--- src/rtl/dcsc_pkg.sv ---
// dcsc_pkg: register map, field layout, reset values and timing for the config-select control
package dcsc_pkg;
    // ---------------------------------------------------------------
    // register map
    // ---------------------------------------------------------------
    localparam logic [11:0] ADDR_DEVICE_CONFIGURATION = 12'h000;
    localparam logic [11:0] ADDR_SELECT_STATUS        = 12'h004;
    localparam logic [11:0] ADDR_SYNC_CONTROL         = 12'h008;

    // ---------------------------------------------------------------
    // device_configuration fields
    // ---------------------------------------------------------------
    localparam int DYN_DEB_POS   = 22;
    localparam int REF_DEB_POS   = 20;
    localparam int SYNC_WAIT_POS = 16;
    localparam int PG_SEL_POS    = 12;
    localparam int SUP3_POS      = 11;
    localparam int SUP2_POS      = 10;
    localparam int SSEL2_POS     = 4;
    localparam int SSEL1_POS     = 2;
    localparam int SSEL0_POS     = 0;

    localparam logic [31:0] CFG_RW_MASK = 32'h7FFF_FFFF;

    localparam logic [1:0] REF_DEB_RST   = 2'h1;
    localparam logic [3:0] SYNC_WAIT_RST = 4'h2;
    localparam logic [3:0] PG_SEL_RST    = 4'hF;
    localparam logic [1:0] SSEL_RST      = 2'h2;
    localparam logic [31:0] CFG_RST = (32'(REF_DEB_RST) << REF_DEB_POS)
                                    | (32'(SYNC_WAIT_RST) << SYNC_WAIT_POS)
                                    | (32'(PG_SEL_RST) << PG_SEL_POS)
                                    | (32'(SSEL_RST) << SSEL2_POS)
                                    | (32'(SSEL_RST) << SSEL1_POS)
                                    | (32'(SSEL_RST) << SSEL0_POS);

    // ---------------------------------------------------------------
    // codes
    // ---------------------------------------------------------------
    localparam logic [3:0] PG_SEL_OFF     = 4'hF;
    localparam logic [3:0] PG_SEL_GPI_LO  = 4'h5;
    localparam logic [3:0] PG_SEL_GPI_HI  = 4'h8;
    localparam logic [3:0] SYNC_WAIT_MAX  = 4'hC;
    localparam logic [1:0] SSEL_LOW       = 2'h0;
    localparam logic [1:0] SSEL_MID       = 2'h1;
    localparam logic [1:0] SSEL_PIN       = 2'h2;
    localparam logic [1:0] SSEL_HIGH      = 2'h3;

    // ---------------------------------------------------------------
    // timing
    // ---------------------------------------------------------------
    localparam int DYN_DEB_SHORT = 8;
    localparam int DYN_DEB_LONG  = 256;
    localparam int CLK_MHZ       = 100;
    localparam int SYNC_UNIT_US  = 1;
    localparam int SYNC_UNIT_CYC = SYNC_UNIT_US * CLK_MHZ;

    typedef enum logic [1:0] { DCSC_IDLE, DCSC_DISABLE, DCSC_SYNC } dcsc_sync_t;
    typedef enum logic [1:0] { DCSC_PG_WAIT, DCSC_LOAD, DCSC_RUN } dcsc_boot_t;

    // tri-level encoding on the static select bits
    typedef struct packed {
        logic [1:0] bit2;
        logic [1:0] bit1;
        logic [1:0] bit0;
    } dcsc_static_t;
endpackage

--- src/rtl/dcsc_top.sv ---
// dcsc_top: config-select debounce, sync wait timer, power-good gate, static select sourcing
// ---------------------------------------------------------------
// Functional notes
// - dynamic select applied after 8 or 256 stable cycles per debounce bit
// - reference select applied after 2, 4, 6 or 8 stable cycles
// - sync: drop output enable, wait interval, then stop clocks and sync
// - sync wait code n means 2 to the n microseconds, up to 4096
// - with a power-good pin chosen, load user config only once it is high
// - power-good select: 0-4 general pins, 5-8 input pins, 0xF disabled
// - static source code 0 low, 1 mid, 3 high, 2 samples the pin
// - static bit 2,1,0 fields at 5:4, 3:2, 1:0, pins 2,1,0
// - reset values: ref debounce 1, wait 2, power-good 0xF, static 2
// ---------------------------------------------------------------
`timescale 1ns/10ps
`default_nettype none
module dcsc_top #(
    parameter int DYN_WIDTH  = 4,
    parameter int SYNC_SCALE = dcsc_pkg::SYNC_UNIT_CYC
) (
    input  wire logic                 core_clk,
    input  wire logic                 sys_rst,
    // axi4-lite slave
    input  wire logic [11:0]          s_axi_awaddr,
    input  wire logic                 s_axi_awvalid,
    output logic                      s_axi_awready,
    input  wire logic [31:0]          s_axi_wdata,
    input  wire logic [3:0]           s_axi_wstrb,
    input  wire logic                 s_axi_wvalid,
    output logic                      s_axi_wready,
    output logic [1:0]                s_axi_bresp,
    output logic                      s_axi_bvalid,
    input  wire logic                 s_axi_bready,
    input  wire logic [11:0]          s_axi_araddr,
    input  wire logic                 s_axi_arvalid,
    output logic                      s_axi_arready,
    output logic [31:0]               s_axi_rdata,
    output logic [1:0]                s_axi_rresp,
    output logic                      s_axi_rvalid,
    input  wire logic                 s_axi_rready,
    // pins
    input  wire logic [4:0]           gpioIn,
    input  wire logic [3:0]           gpiIn,
    input  wire logic [DYN_WIDTH-1:0] dynSelectIn,
    input  wire logic [1:0]           refSelectIn,
    input  wire logic [5:0]           staticPinLevel,
    // load handshake in; select, sync, load and supply outputs
    input  wire logic                 loadDone,
    output logic [DYN_WIDTH-1:0]      dynSelect,
    output logic [1:0]                refSelect,
    output logic                      syncOutputEnable,
    output logic                      syncStopClocks,
    output logic                      loadUserConfig,
    output logic                      userConfigReady,
    output logic [5:0]                staticSelect,
    output logic                      inputSupply2Float,
    output logic                      inputSupply3Float
);
    typedef struct packed {
        logic [31:0]            cfg;
        logic                   awHeld;
        logic [11:0]            awAddr;
        logic                   wHeld;
        logic [31:0]            wData;
        logic [3:0]             wStrb;
        logic                   bValid;
        logic [1:0]             bResp;
        logic                   rValid;
        logic [31:0]            rData;
        logic [1:0]             rResp;
        logic [DYN_WIDTH-1:0]   dynSample;
        logic [DYN_WIDTH-1:0]   dynApplied;
        logic [8:0]             dynCount;
        logic [1:0]             refSample;
        logic [1:0]             refApplied;
        logic [3:0]             refCount;
        dcsc_pkg::dcsc_sync_t   syncState;
        logic [31:0]            syncCount;
        dcsc_pkg::dcsc_boot_t   bootState;
        dcsc_pkg::dcsc_static_t staticLatch;
        logic                   cfgWritten;
    } dcsc_state_t;

    dcsc_state_t stReg;
    dcsc_state_t stNext;

    // ---------------------------------------------------------------
    // helpers
    // ---------------------------------------------------------------
    function automatic logic [1:0] static_source(input logic [1:0] code, input logic [1:0] pin);
        unique case (code)
            dcsc_pkg::SSEL_LOW:  static_source = 2'h0;
            dcsc_pkg::SSEL_MID:  static_source = 2'h1;
            dcsc_pkg::SSEL_PIN:  static_source = pin;
            dcsc_pkg::SSEL_HIGH: static_source = 2'h3;
        endcase
    endfunction

    function automatic logic [31:0] apply_strobe(input logic [31:0] old, input logic [31:0] data,
                                                 input logic [3:0] strb);
        logic [31:0] res;
        res = old;
        for (int i = 0; i < 4; i++) begin
            if (strb[i]) begin
                res[i*8 +: 8] = data[i*8 +: 8];
            end
        end
        apply_strobe = res;
    endfunction

    // ---------------------------------------------------------------
    // decoded fields
    // ---------------------------------------------------------------
    logic        dynDebLong;
    logic [1:0]  refDeb;
    logic [3:0]  syncWait;
    logic [3:0]  pgSel;
    logic [8:0]  dynTarget;
    logic [3:0]  refTarget;
    logic [31:0] syncTarget;
    logic        pgLevel;
    logic        pgEnabled;
    logic        syncStart;
    logic [31:0] selStatus;

    assign dynDebLong = stReg.cfg[dcsc_pkg::DYN_DEB_POS];
    assign refDeb     = stReg.cfg[dcsc_pkg::REF_DEB_POS +: 2];
    assign syncWait   = stReg.cfg[dcsc_pkg::SYNC_WAIT_POS +: 4];
    assign pgSel      = stReg.cfg[dcsc_pkg::PG_SEL_POS +: 4];
    assign dynTarget  = dynDebLong ? 9'(dcsc_pkg::DYN_DEB_LONG)
                                   : 9'(dcsc_pkg::DYN_DEB_SHORT);
    assign refTarget  = {1'b0, refDeb, 1'b0} + 4'h2;
    // codes above the top step saturate at the longest wait
    assign syncTarget = 32'(SYNC_SCALE) << ((syncWait > dcsc_pkg::SYNC_WAIT_MAX)
                        ? dcsc_pkg::SYNC_WAIT_MAX : syncWait);

    always_comb begin
        pgLevel   = 1'b1;
        pgEnabled = 1'b0;
        if (pgSel < dcsc_pkg::PG_SEL_GPI_LO) begin
            pgLevel   = gpioIn[pgSel[2:0]];
            pgEnabled = 1'b1;
        end else if (pgSel <= dcsc_pkg::PG_SEL_GPI_HI) begin
            pgLevel   = gpiIn[2'(pgSel - dcsc_pkg::PG_SEL_GPI_LO)];
            pgEnabled = 1'b1;
        end
    end

    assign selStatus = {14'h0000, 2'(stReg.syncState), 2'(stReg.bootState),
                        refSelect, 6'(stReg.staticLatch), 2'h0, 4'(stReg.dynApplied)};

    // ---------------------------------------------------------------
    // next state
    // ---------------------------------------------------------------
    always_comb begin
        stNext    = stReg;
        syncStart = 1'b0;

        // bus write: both halves held, then answered
        if (s_axi_awvalid && s_axi_awready) begin
            stNext.awHeld = 1'b1;
            stNext.awAddr = s_axi_awaddr;
        end
        if (s_axi_wvalid && s_axi_wready) begin
            stNext.wHeld = 1'b1;
            stNext.wData = s_axi_wdata;
            stNext.wStrb = s_axi_wstrb;
        end
        if (stReg.awHeld && stReg.wHeld && !stReg.bValid) begin
            stNext.awHeld = 1'b0;
            stNext.wHeld  = 1'b0;
            stNext.bValid = 1'b1;
            stNext.bResp  = 2'h0;
            unique case (stReg.awAddr)
                dcsc_pkg::ADDR_DEVICE_CONFIGURATION: begin
                    stNext.cfg = apply_strobe(stReg.cfg, stReg.wData, stReg.wStrb)
                                 & dcsc_pkg::CFG_RW_MASK;
                    stNext.cfgWritten = 1'b1;
                end
                dcsc_pkg::ADDR_SYNC_CONTROL: begin
                    syncStart = stReg.wStrb[0] & stReg.wData[0];
                end
                dcsc_pkg::ADDR_SELECT_STATUS: begin
                end
                default: stNext.bResp = 2'h2;
            endcase
        end
        if (stReg.bValid && s_axi_bready) begin
            stNext.bValid = 1'b0;
        end

        // bus read
        if (s_axi_arvalid && s_axi_arready) begin
            stNext.rValid = 1'b1;
            stNext.rResp  = 2'h0;
            unique case (s_axi_araddr)
                dcsc_pkg::ADDR_DEVICE_CONFIGURATION: stNext.rData = stReg.cfg;
                dcsc_pkg::ADDR_SELECT_STATUS:        stNext.rData = selStatus;
                dcsc_pkg::ADDR_SYNC_CONTROL: begin
                    stNext.rData = {31'h0, stReg.syncState != dcsc_pkg::DCSC_IDLE};
                end
                default: begin
                    stNext.rData = 32'h0000_0000;
                    stNext.rResp = 2'h2;
                end
            endcase
        end else if (stReg.rValid && s_axi_rready) begin
            stNext.rValid = 1'b0;
        end

        // dynamic select debounce
        stNext.dynSample = dynSelectIn;
        if (dynSelectIn != stReg.dynSample) begin
            stNext.dynCount = 9'h001;
        end else if (stReg.dynCount < dynTarget) begin
            stNext.dynCount = stReg.dynCount + 9'h001;
        end
        if (dynSelectIn == stReg.dynSample && stReg.dynCount + 9'h001 >= dynTarget) begin
            stNext.dynApplied = stReg.dynSample;
        end

        // reference select debounce
        stNext.refSample = refSelectIn;
        if (refSelectIn != stReg.refSample) begin
            stNext.refCount = 4'h1;
        end else if (stReg.refCount < refTarget) begin
            stNext.refCount = stReg.refCount + 4'h1;
        end
        if (refSelectIn == stReg.refSample && stReg.refCount + 4'h1 >= refTarget) begin
            stNext.refApplied = stReg.refSample;
        end

        // divider synchronization
        unique case (stReg.syncState)
            dcsc_pkg::DCSC_IDLE: begin
                if (syncStart) begin
                    stNext.syncState = dcsc_pkg::DCSC_DISABLE;
                    stNext.syncCount = 32'h0000_0001;
                end
            end
            dcsc_pkg::DCSC_DISABLE: begin
                stNext.syncCount = stReg.syncCount + 32'h0000_0001;
                if (stReg.syncCount >= syncTarget) begin
                    stNext.syncState = dcsc_pkg::DCSC_SYNC;
                end
            end
            dcsc_pkg::DCSC_SYNC: begin
                stNext.syncState = dcsc_pkg::DCSC_IDLE;
            end
            default: stNext.syncState = dcsc_pkg::DCSC_IDLE;
        endcase

        // power-up gate and static select latch
        unique case (stReg.bootState)
            dcsc_pkg::DCSC_PG_WAIT: begin
                // boot waits for the common configuration so its pg and static fields apply
                if (stReg.cfgWritten && (!pgEnabled || pgLevel)) begin
                    stNext.bootState          = dcsc_pkg::DCSC_LOAD;
                    stNext.staticLatch.bit2 = static_source(stReg.cfg[dcsc_pkg::SSEL2_POS +: 2],
                                                            staticPinLevel[5:4]);
                    stNext.staticLatch.bit1 = static_source(stReg.cfg[dcsc_pkg::SSEL1_POS +: 2],
                                                            staticPinLevel[3:2]);
                    stNext.staticLatch.bit0 = static_source(stReg.cfg[dcsc_pkg::SSEL0_POS +: 2],
                                                            staticPinLevel[1:0]);
                end
            end
            dcsc_pkg::DCSC_LOAD: begin
                if (loadDone) begin
                    stNext.bootState = dcsc_pkg::DCSC_RUN;
                end
            end
            dcsc_pkg::DCSC_RUN: begin
            end
            default: stNext.bootState = dcsc_pkg::DCSC_PG_WAIT;
        endcase

        if (sys_rst) begin
            stNext             = '0;
            stNext.cfg         = dcsc_pkg::CFG_RST;
            stNext.dynSample   = dynSelectIn;
            stNext.refSample   = refSelectIn;
            stNext.syncState   = dcsc_pkg::DCSC_IDLE;
            stNext.bootState   = dcsc_pkg::DCSC_PG_WAIT;
        end
    end

    always_ff @(posedge core_clk) begin
        stReg <= stNext;
    end

    // ---------------------------------------------------------------
    // outputs
    // ---------------------------------------------------------------
    // one write and one read at a time keeps the slave simple; throughput is not a concern here
    assign s_axi_awready     = !stReg.awHeld && !stReg.bValid;
    assign s_axi_wready      = !stReg.wHeld && !stReg.bValid;
    assign s_axi_bvalid      = stReg.bValid;
    assign s_axi_bresp       = stReg.bResp;
    assign s_axi_arready     = !stReg.rValid;
    assign s_axi_rvalid      = stReg.rValid;
    assign s_axi_rdata       = stReg.rData;
    assign s_axi_rresp       = stReg.rResp;
    assign dynSelect         = stReg.dynApplied;
    assign refSelect         = stReg.refApplied;
    assign syncOutputEnable  = stReg.syncState == dcsc_pkg::DCSC_IDLE;
    assign syncStopClocks    = stReg.syncState == dcsc_pkg::DCSC_SYNC;
    assign loadUserConfig    = stReg.bootState == dcsc_pkg::DCSC_LOAD;
    assign userConfigReady   = stReg.bootState == dcsc_pkg::DCSC_RUN;
    assign staticSelect      = stReg.staticLatch;
    assign inputSupply2Float = stReg.cfg[dcsc_pkg::SUP2_POS];
    assign inputSupply3Float = stReg.cfg[dcsc_pkg::SUP3_POS];
endmodule
`default_nettype wire

--- config.mk ---
export PLATFORM = sky130hd
export DESIGN_NAME = dcsc_top
export DESIGN_NICKNAME = d
export VERILOG_FILES = /design/src/rtl/dcsc_pkg.sv /design/src/rtl/dcsc_top.sv
export SDC_FILE = /design/constraint.sdc
export NUM_CORES = 1
export LEC_CHECK = 0
export BUFFER_PORTS_ARGS = -buffer_cell sky130_fd_sc_hd__buf_2
export CAP_MARGIN = 5
export CORE_AREA = 8 8 185 152
export DETAILED_ROUTE_END_ITERATION = 12
export DIE_AREA = 0 0 193 160
export PLACE_DENSITY = 0.61
export REMOVE_ABC_BUFFERS = 1
export SYNTH_ARGS = -nofsm -noshare
export SYNTH_HDL_FRONTEND = slang
export SYNTH_SLANG_ARGS = --single-unit
--- constraint.sdc ---
create_clock -name core_clk -period 6.5 [get_ports core_clk]
set_input_delay 0.975 -clock core_clk [delete_from_list [all_inputs] [get_ports core_clk]]
set_output_delay 0.975 -clock core_clk [all_outputs]
set_load 0.005 [all_outputs]
# Yosys cells after proc, flatten, opt, wreduce, memory -nomap -nowiden
# Index checks and enable logic that the tools add are counted.
[word_totals]
ram_bits = 0
inputBits = 89
wordCells = 148
latchBits = 0
n_memories = 0
ff_bits = 186
output_inout_bits = 59
romBits = 0
[classes]
n_addsub = 5
mux = 31
n_lt_le_gt_ge = 10
n_div = 0
n_reduce_logical = 45
n_mul = 0
bitwise_logic = 2
n_shift = 1
eq_ne = 25
[op_table]
columns = ["operator", "n"]
rows = [
  ["31-bit case mux with 3 select lines", 1],
  ["32-bit case mux with 2 select lines", 1],
  ["34-bit 2-to-1 mux", 1],
  ["32-bit by 1-bit adder with 32-bit output, second input constant", 1],
  ["32-bit greater-or-equal comparator", 1],
  ["7-bit by 4-bit << shifter with 32-bit output, first input constant", 1],
  ["12-bit by 3-bit equality test with 1-bit output, second input constant", 2],
  ["12-bit by 4-bit equality test with 1-bit output, second input constant", 2],
  ["12-bit zero test", 2],
  ["2-bit case mux with 4 select lines", 3],
  ["2-bit equality test, second input constant", 8],
  ["3-bit AND reduction", 5],
  ["1-bit 2-to-1 mux", 14],
  ["1-bit logical AND", 12],
  ["2-bit by 1-bit equality test with 1-bit output, second input constant", 5],
  ["2-bit zero test", 5],
  ["2-bit nonzero test", 5],
  ["9-bit by 1-bit adder with 9-bit output, second input constant", 1],
  ["9-bit greater-or-equal comparator", 1],
  ["9-bit < comparator", 1],
  ["9-bit 2-to-1 mux", 1],
  ["2-bit 2-to-1 mux", 4],
  ["8-bit 2-to-1 mux", 1],
  ["2-bit AND reduction", 4],
  ["27 further kinds", 37],
]

# Logic depth before layout (Yosys ltp)
[depth]
ltp_word = 9
depth_mapped = 15
ltp_nobuf = 14

# Worst setup path before layout
# OpenSTA, ideal clock, no wires.
[synth_path]
path_kind = "register to register"
startpoint = "register stReg[174] (netlist name)"
endpoint = "register stReg (netlist bit selStatus[17])"
setup_slack_ns = 3.718
period_less_slack_ns = 2.782
n_path_buf = 1
path_stages_with_launch = 15
setup_time_ns = 0.115
arrival_ns = 2.667
t_required_ns = 6.385
cell_sequence = "dfxtp_1 clkbuf_1 nand2_1 nand2_1 ha_1 inv_1 o21ai_0 nand2b_1 ha_1 nand3_1 a21oi_1 a211o_1 a2111oi_0 o41ai_1 and3_1"
[synth_between]
elab_chain_cells = 6
[synth_lines]
columns = ["item", "line_no", "text"]
rows = [
  ["from (decl)", "dcsc_top.sv:83", "dcsc_state_t stReg;"],
  ["from (signal assigned)", "dcsc_top.sv:287", "stReg <= stNext;"],
  ["4-bit greater-than comparator", "dcsc_top.sv:133", "assign syncTarget = 32'(SYNC_SCALE) << ((syncWait > dcsc_pkg::SYNC_WAIT_MAX)"],
  ["4-bit 2-to-1 mux *", "dcsc_top.sv:134", "? dcsc_pkg::SYNC_WAIT_MAX : syncWait);"],
  ["7-bit by 4-bit << shifter with 32-bit output *", "dcsc_top.sv:133", ""],
  ["32-bit greater-or-equal comparator *", "dcsc_top.sv:242", "if (stReg.syncCount >= syncTarget) begin"],
  ["2-bit inequality test (no source line) *", "n/a", ""],
  ["2-bit AND reduction (no source line) *", "n/a", ""],
]
# Mark *: on every way between the ends. The rest lies on a longest branch, timed or not.
# A chain may end at the register's enable or synchronous reset.

==> flow_summary.ini <==
[yosys]
avgSynthCellArea_um2 = 8.623
synth_top_area_share_pct = 42.44
async_flop_share_pct = 0
synth.distinct_cells = 59
syn_inst = 1001
yosysWarnings = 0
synth_area_leaders = dfxtp_1 42%, nand2_1 6.1%, ha_1 5.7%
yosysMostFrequentCell = dfxtp_1
ys_seq_area_share_pct = 42.44
ys_seq_elements = 183
synth-main-ff-cell = dfxtp_1
synth_commonest_cells = 183 x dfxtp_1, 141 x nand2_1, 122 x nor2_1, 79 x a21oi_1, 48 x buf_4
yosysTopAreaCell = dfxtp_1
synth_edf_count = 0
netlist_area_mm2 = 0.008632

[floorplanning]
dieArea_mm2 = 0.03088
die_w_um = 193
rows = 52
die-height_um = 160
core_mm2 = 0.02498
io_pins = 148
start_util_pct = 34.55

[timing]
finalCriticalPeriod_ns = 3.218
holdWs_ns = 0.4544
period_share_pct = 49.51
setup_tns_ns = 0
slew_headroom_pct = 29.70
rsz0062_at_grt = false
slew_viol_final = 0
setup_viol = 0
max_freq_ghz = 0.3108
hold_viol = 0
skew_ns = 0.01883
worstMarginPinSlew_ns = 1.052

[critical_path]
cp-start-kind = input pin
critical_path_required_ns = 6.79
slowest_stage = nand2_1
worstPathArrival_ns = 3.51
path_cells = buf_4 -> clkinv_1 -> nand2_1 -> nor2_1
critical_path.endpoint_type = flop
critPathKind = input pin to flop
cp_max_fo = 63
slowest_delay_ns = 1.06

[finish]
multiInputGateArea_mm2 = 0.004339
layout-drive-gt1-share_pct = 20.13
nets = 1203
finish.utilization_pct = 39.71
seq_area_mm2 = 0.003664
n_antenna_cell = 0
fin_area_mm2 = 0.009922
fillers = 2554
area_growth_pct = 14.94

[clock_tree]
cts_resized = 0
clock_latency_ns = 0.45
htreeDepth = 4
clk_pin_slew_ns = 0.08
post-cts-setup-buffer-count = 0
cts.sinks = 183
root_buffer = clkbuf_16
cts_inserted_buffers = 17
cts_hold_buf = 0
cts_tree = built
cts_buffer_depth = 2

[global_route]
grt_pass1_vias = 6930
grtUsageTotal_pct = 14.32
gr-total-overflow = 0
grt_max_degree = 66
grt_pass1_wl_um = 35600
grt_antenna_before_repair = 2

[placed_design]
portBuffers = 143
gp_congestion = 0.8202
post-dp-hpwl_um = 15650
place_area_mm2 = 0.009261

[run]
cap_violations = 0

[routing]
viasPerCell = 4.924
first_pass_iters = 5
vias = 6953
detail_route.wl_per_cell_um = 15.46
antenna_left = 0
drtIter0Drc = 377
remaining_drc_errors = 0
wirelength_um = 21840

[power_and_ir_drop]
power_density_mw_per_mm2 = 245.4
p_leak_nw = 4.009
ir_drop_mv = 0.1661

[min_path]
hold_class = flop to flop

[status]
status = finished clean
## where the power goes
| part | leakage [nW] | switching, W | internal [W] |
|---|---|---|---|
| Sequential | 1.49 | 0.0000162 | 0.00115 |
| Clock | 0.316 | 0.000574 | 0.000553 |
| Combinational | 2.21 | 0.0000901 | 0.0000543 |
## flip-flops by register name, summed over array words and instances, names as in the netlist
register           count
inputSupply2Float      1
s_axi_rdata           31
s_axi_rresp            1
dynSelect              4
inputSupply3Float      1
refDeb                 2
staticSelect           6
selStatus              4
s_axi_rvalid           1
pgSel                  4
stReg                123
s_axi_bvalid           1
refSelect              2
s_axi_bresp            1
dynDebLong             1
## layout by cell type, fill, tap and decap left out, types with 2 or more instances in the layout
| cell | instances |
|---|---|
| o21ai_0 | 18 |
| a31o_2 | 6 |
| a21boi_0 | 2 |
| inv_1 | 23 |
| a22oi_1 | 34 |
| clkinv_8 | 4 |
| and2_1 | 8 |
| nor3_1 | 19 |
| a41oi_1 | 3 |
| a21oi_1 | 79 |
| clkbuf_16 | 17 |
| dfxtp_1 | 183 |
| nor4_2 | 4 |
| nand2_1 | 141 |
| xor2_1 | 23 |
| nor4_1 | 9 |
| nor2_1 | 122 |
| or2_2 | 3 |
| nand3_1 | 29 |
| nor3_2 | 2 |
| a211oi_1 | 5 |
| conb_1 | 4 |
| a21o_1 | 3 |
| buf_4 | 7 |
| inv_12 | 8 |
| nand2b_1 | 8 |
| mux2_2 | 12 |
| mux4_2 | 2 |
| or3_1 | 3 |
| o211ai_1 | 7 |
| xnor2_1 | 26 |
| nand4_1 | 15 |
| and4_1 | 4 |
| and3_1 | 4 |
| mux2i_1 | 37 |
| nor2b_1 | 7 |
| or4_1 | 2 |
| buf_2 | 142 |
| ha_1 | 39 |
## cells by family (layout without fill, tap and decap cells)
logic type	count (synthesis)	count (layout)	share of synthesized area [%]
and+or+nand+nor	393	393	21.35
DFF	183	183	42.44
AOI/OAI and AO/OA	164	164	11.61
buffers and inverters	120	205	7.508
muxes	51	51	6.378
xor gates and xnor gates	49	49	4.972
adders and majority gates	39	39	5.653
other	2	4	0.08700
## through the flow
stage                     total power, W  instances  worst slack [ns]
after floorplan                 0.001256        907             3.431
after global placement          0.001334       1380             2.772
after detailed placement        0.001336       1380             2.779
after CTS                       0.002466       1412             3.237
after global routing            0.002530       1412             2.891
final                           0.002435       1412             3.282
## layer usage
| metal | GRT usage [%] | vias to the layer above | share of wire [%] |
|---|---|---|---|
| li1 | - | 3531 | - |
| met1 | 18.35 | 3254 | 48 |
| met2 | 22.62 | 142 | 46 |
| met3 | 4.832 | 22 | 5.5 |
| met4 | 3.841 | 4 | 1.1 |
| met5 | 0 | - | 0.11 |
## cell type report
| type | instances | share of cell area [%] |
|---|---|---|
| timing repair buffer | 149 | 7.692 |
| tap | 324 | 4.086 |
| clock inverter | 15 | 2.371 |
| clock buffer | 17 | 4.288 |
| multi-input combinational | 700 | 43.73 |
| sequential | 183 | 36.92 |
| inverter | 24 | 0.9079 |
## path summary, 6_finish.rpt
check | start | end | slack [ns] | depth (start not counted)
hold / removal | stReg[109]$_SDFFE_PP0P_ | stReg[109]$_SDFFE_PP0P_ | 0.45 | 2
setup reg to reg | stReg[175]$_SDFFE_PP0P_ | selStatus[17]$_SDFFE_PP0P_ | 3.33 | 13
setup / recovery | sys_rst | stReg[23]$_SDFFE_PP0P_ | 3.28 | 4
hold reg to reg | stReg[109]$_SDFFE_PP0P_ | stReg[109]$_SDFFE_PP0P_ | 0.45 | 2
## critical path: cells and delay by family
kind | cells | cell delay (ns)
buffers and inverters | 2 | 1.30
AND/OR/NAND/NOR | 2 | 1.19
Power figures use the tool's default switching activity.
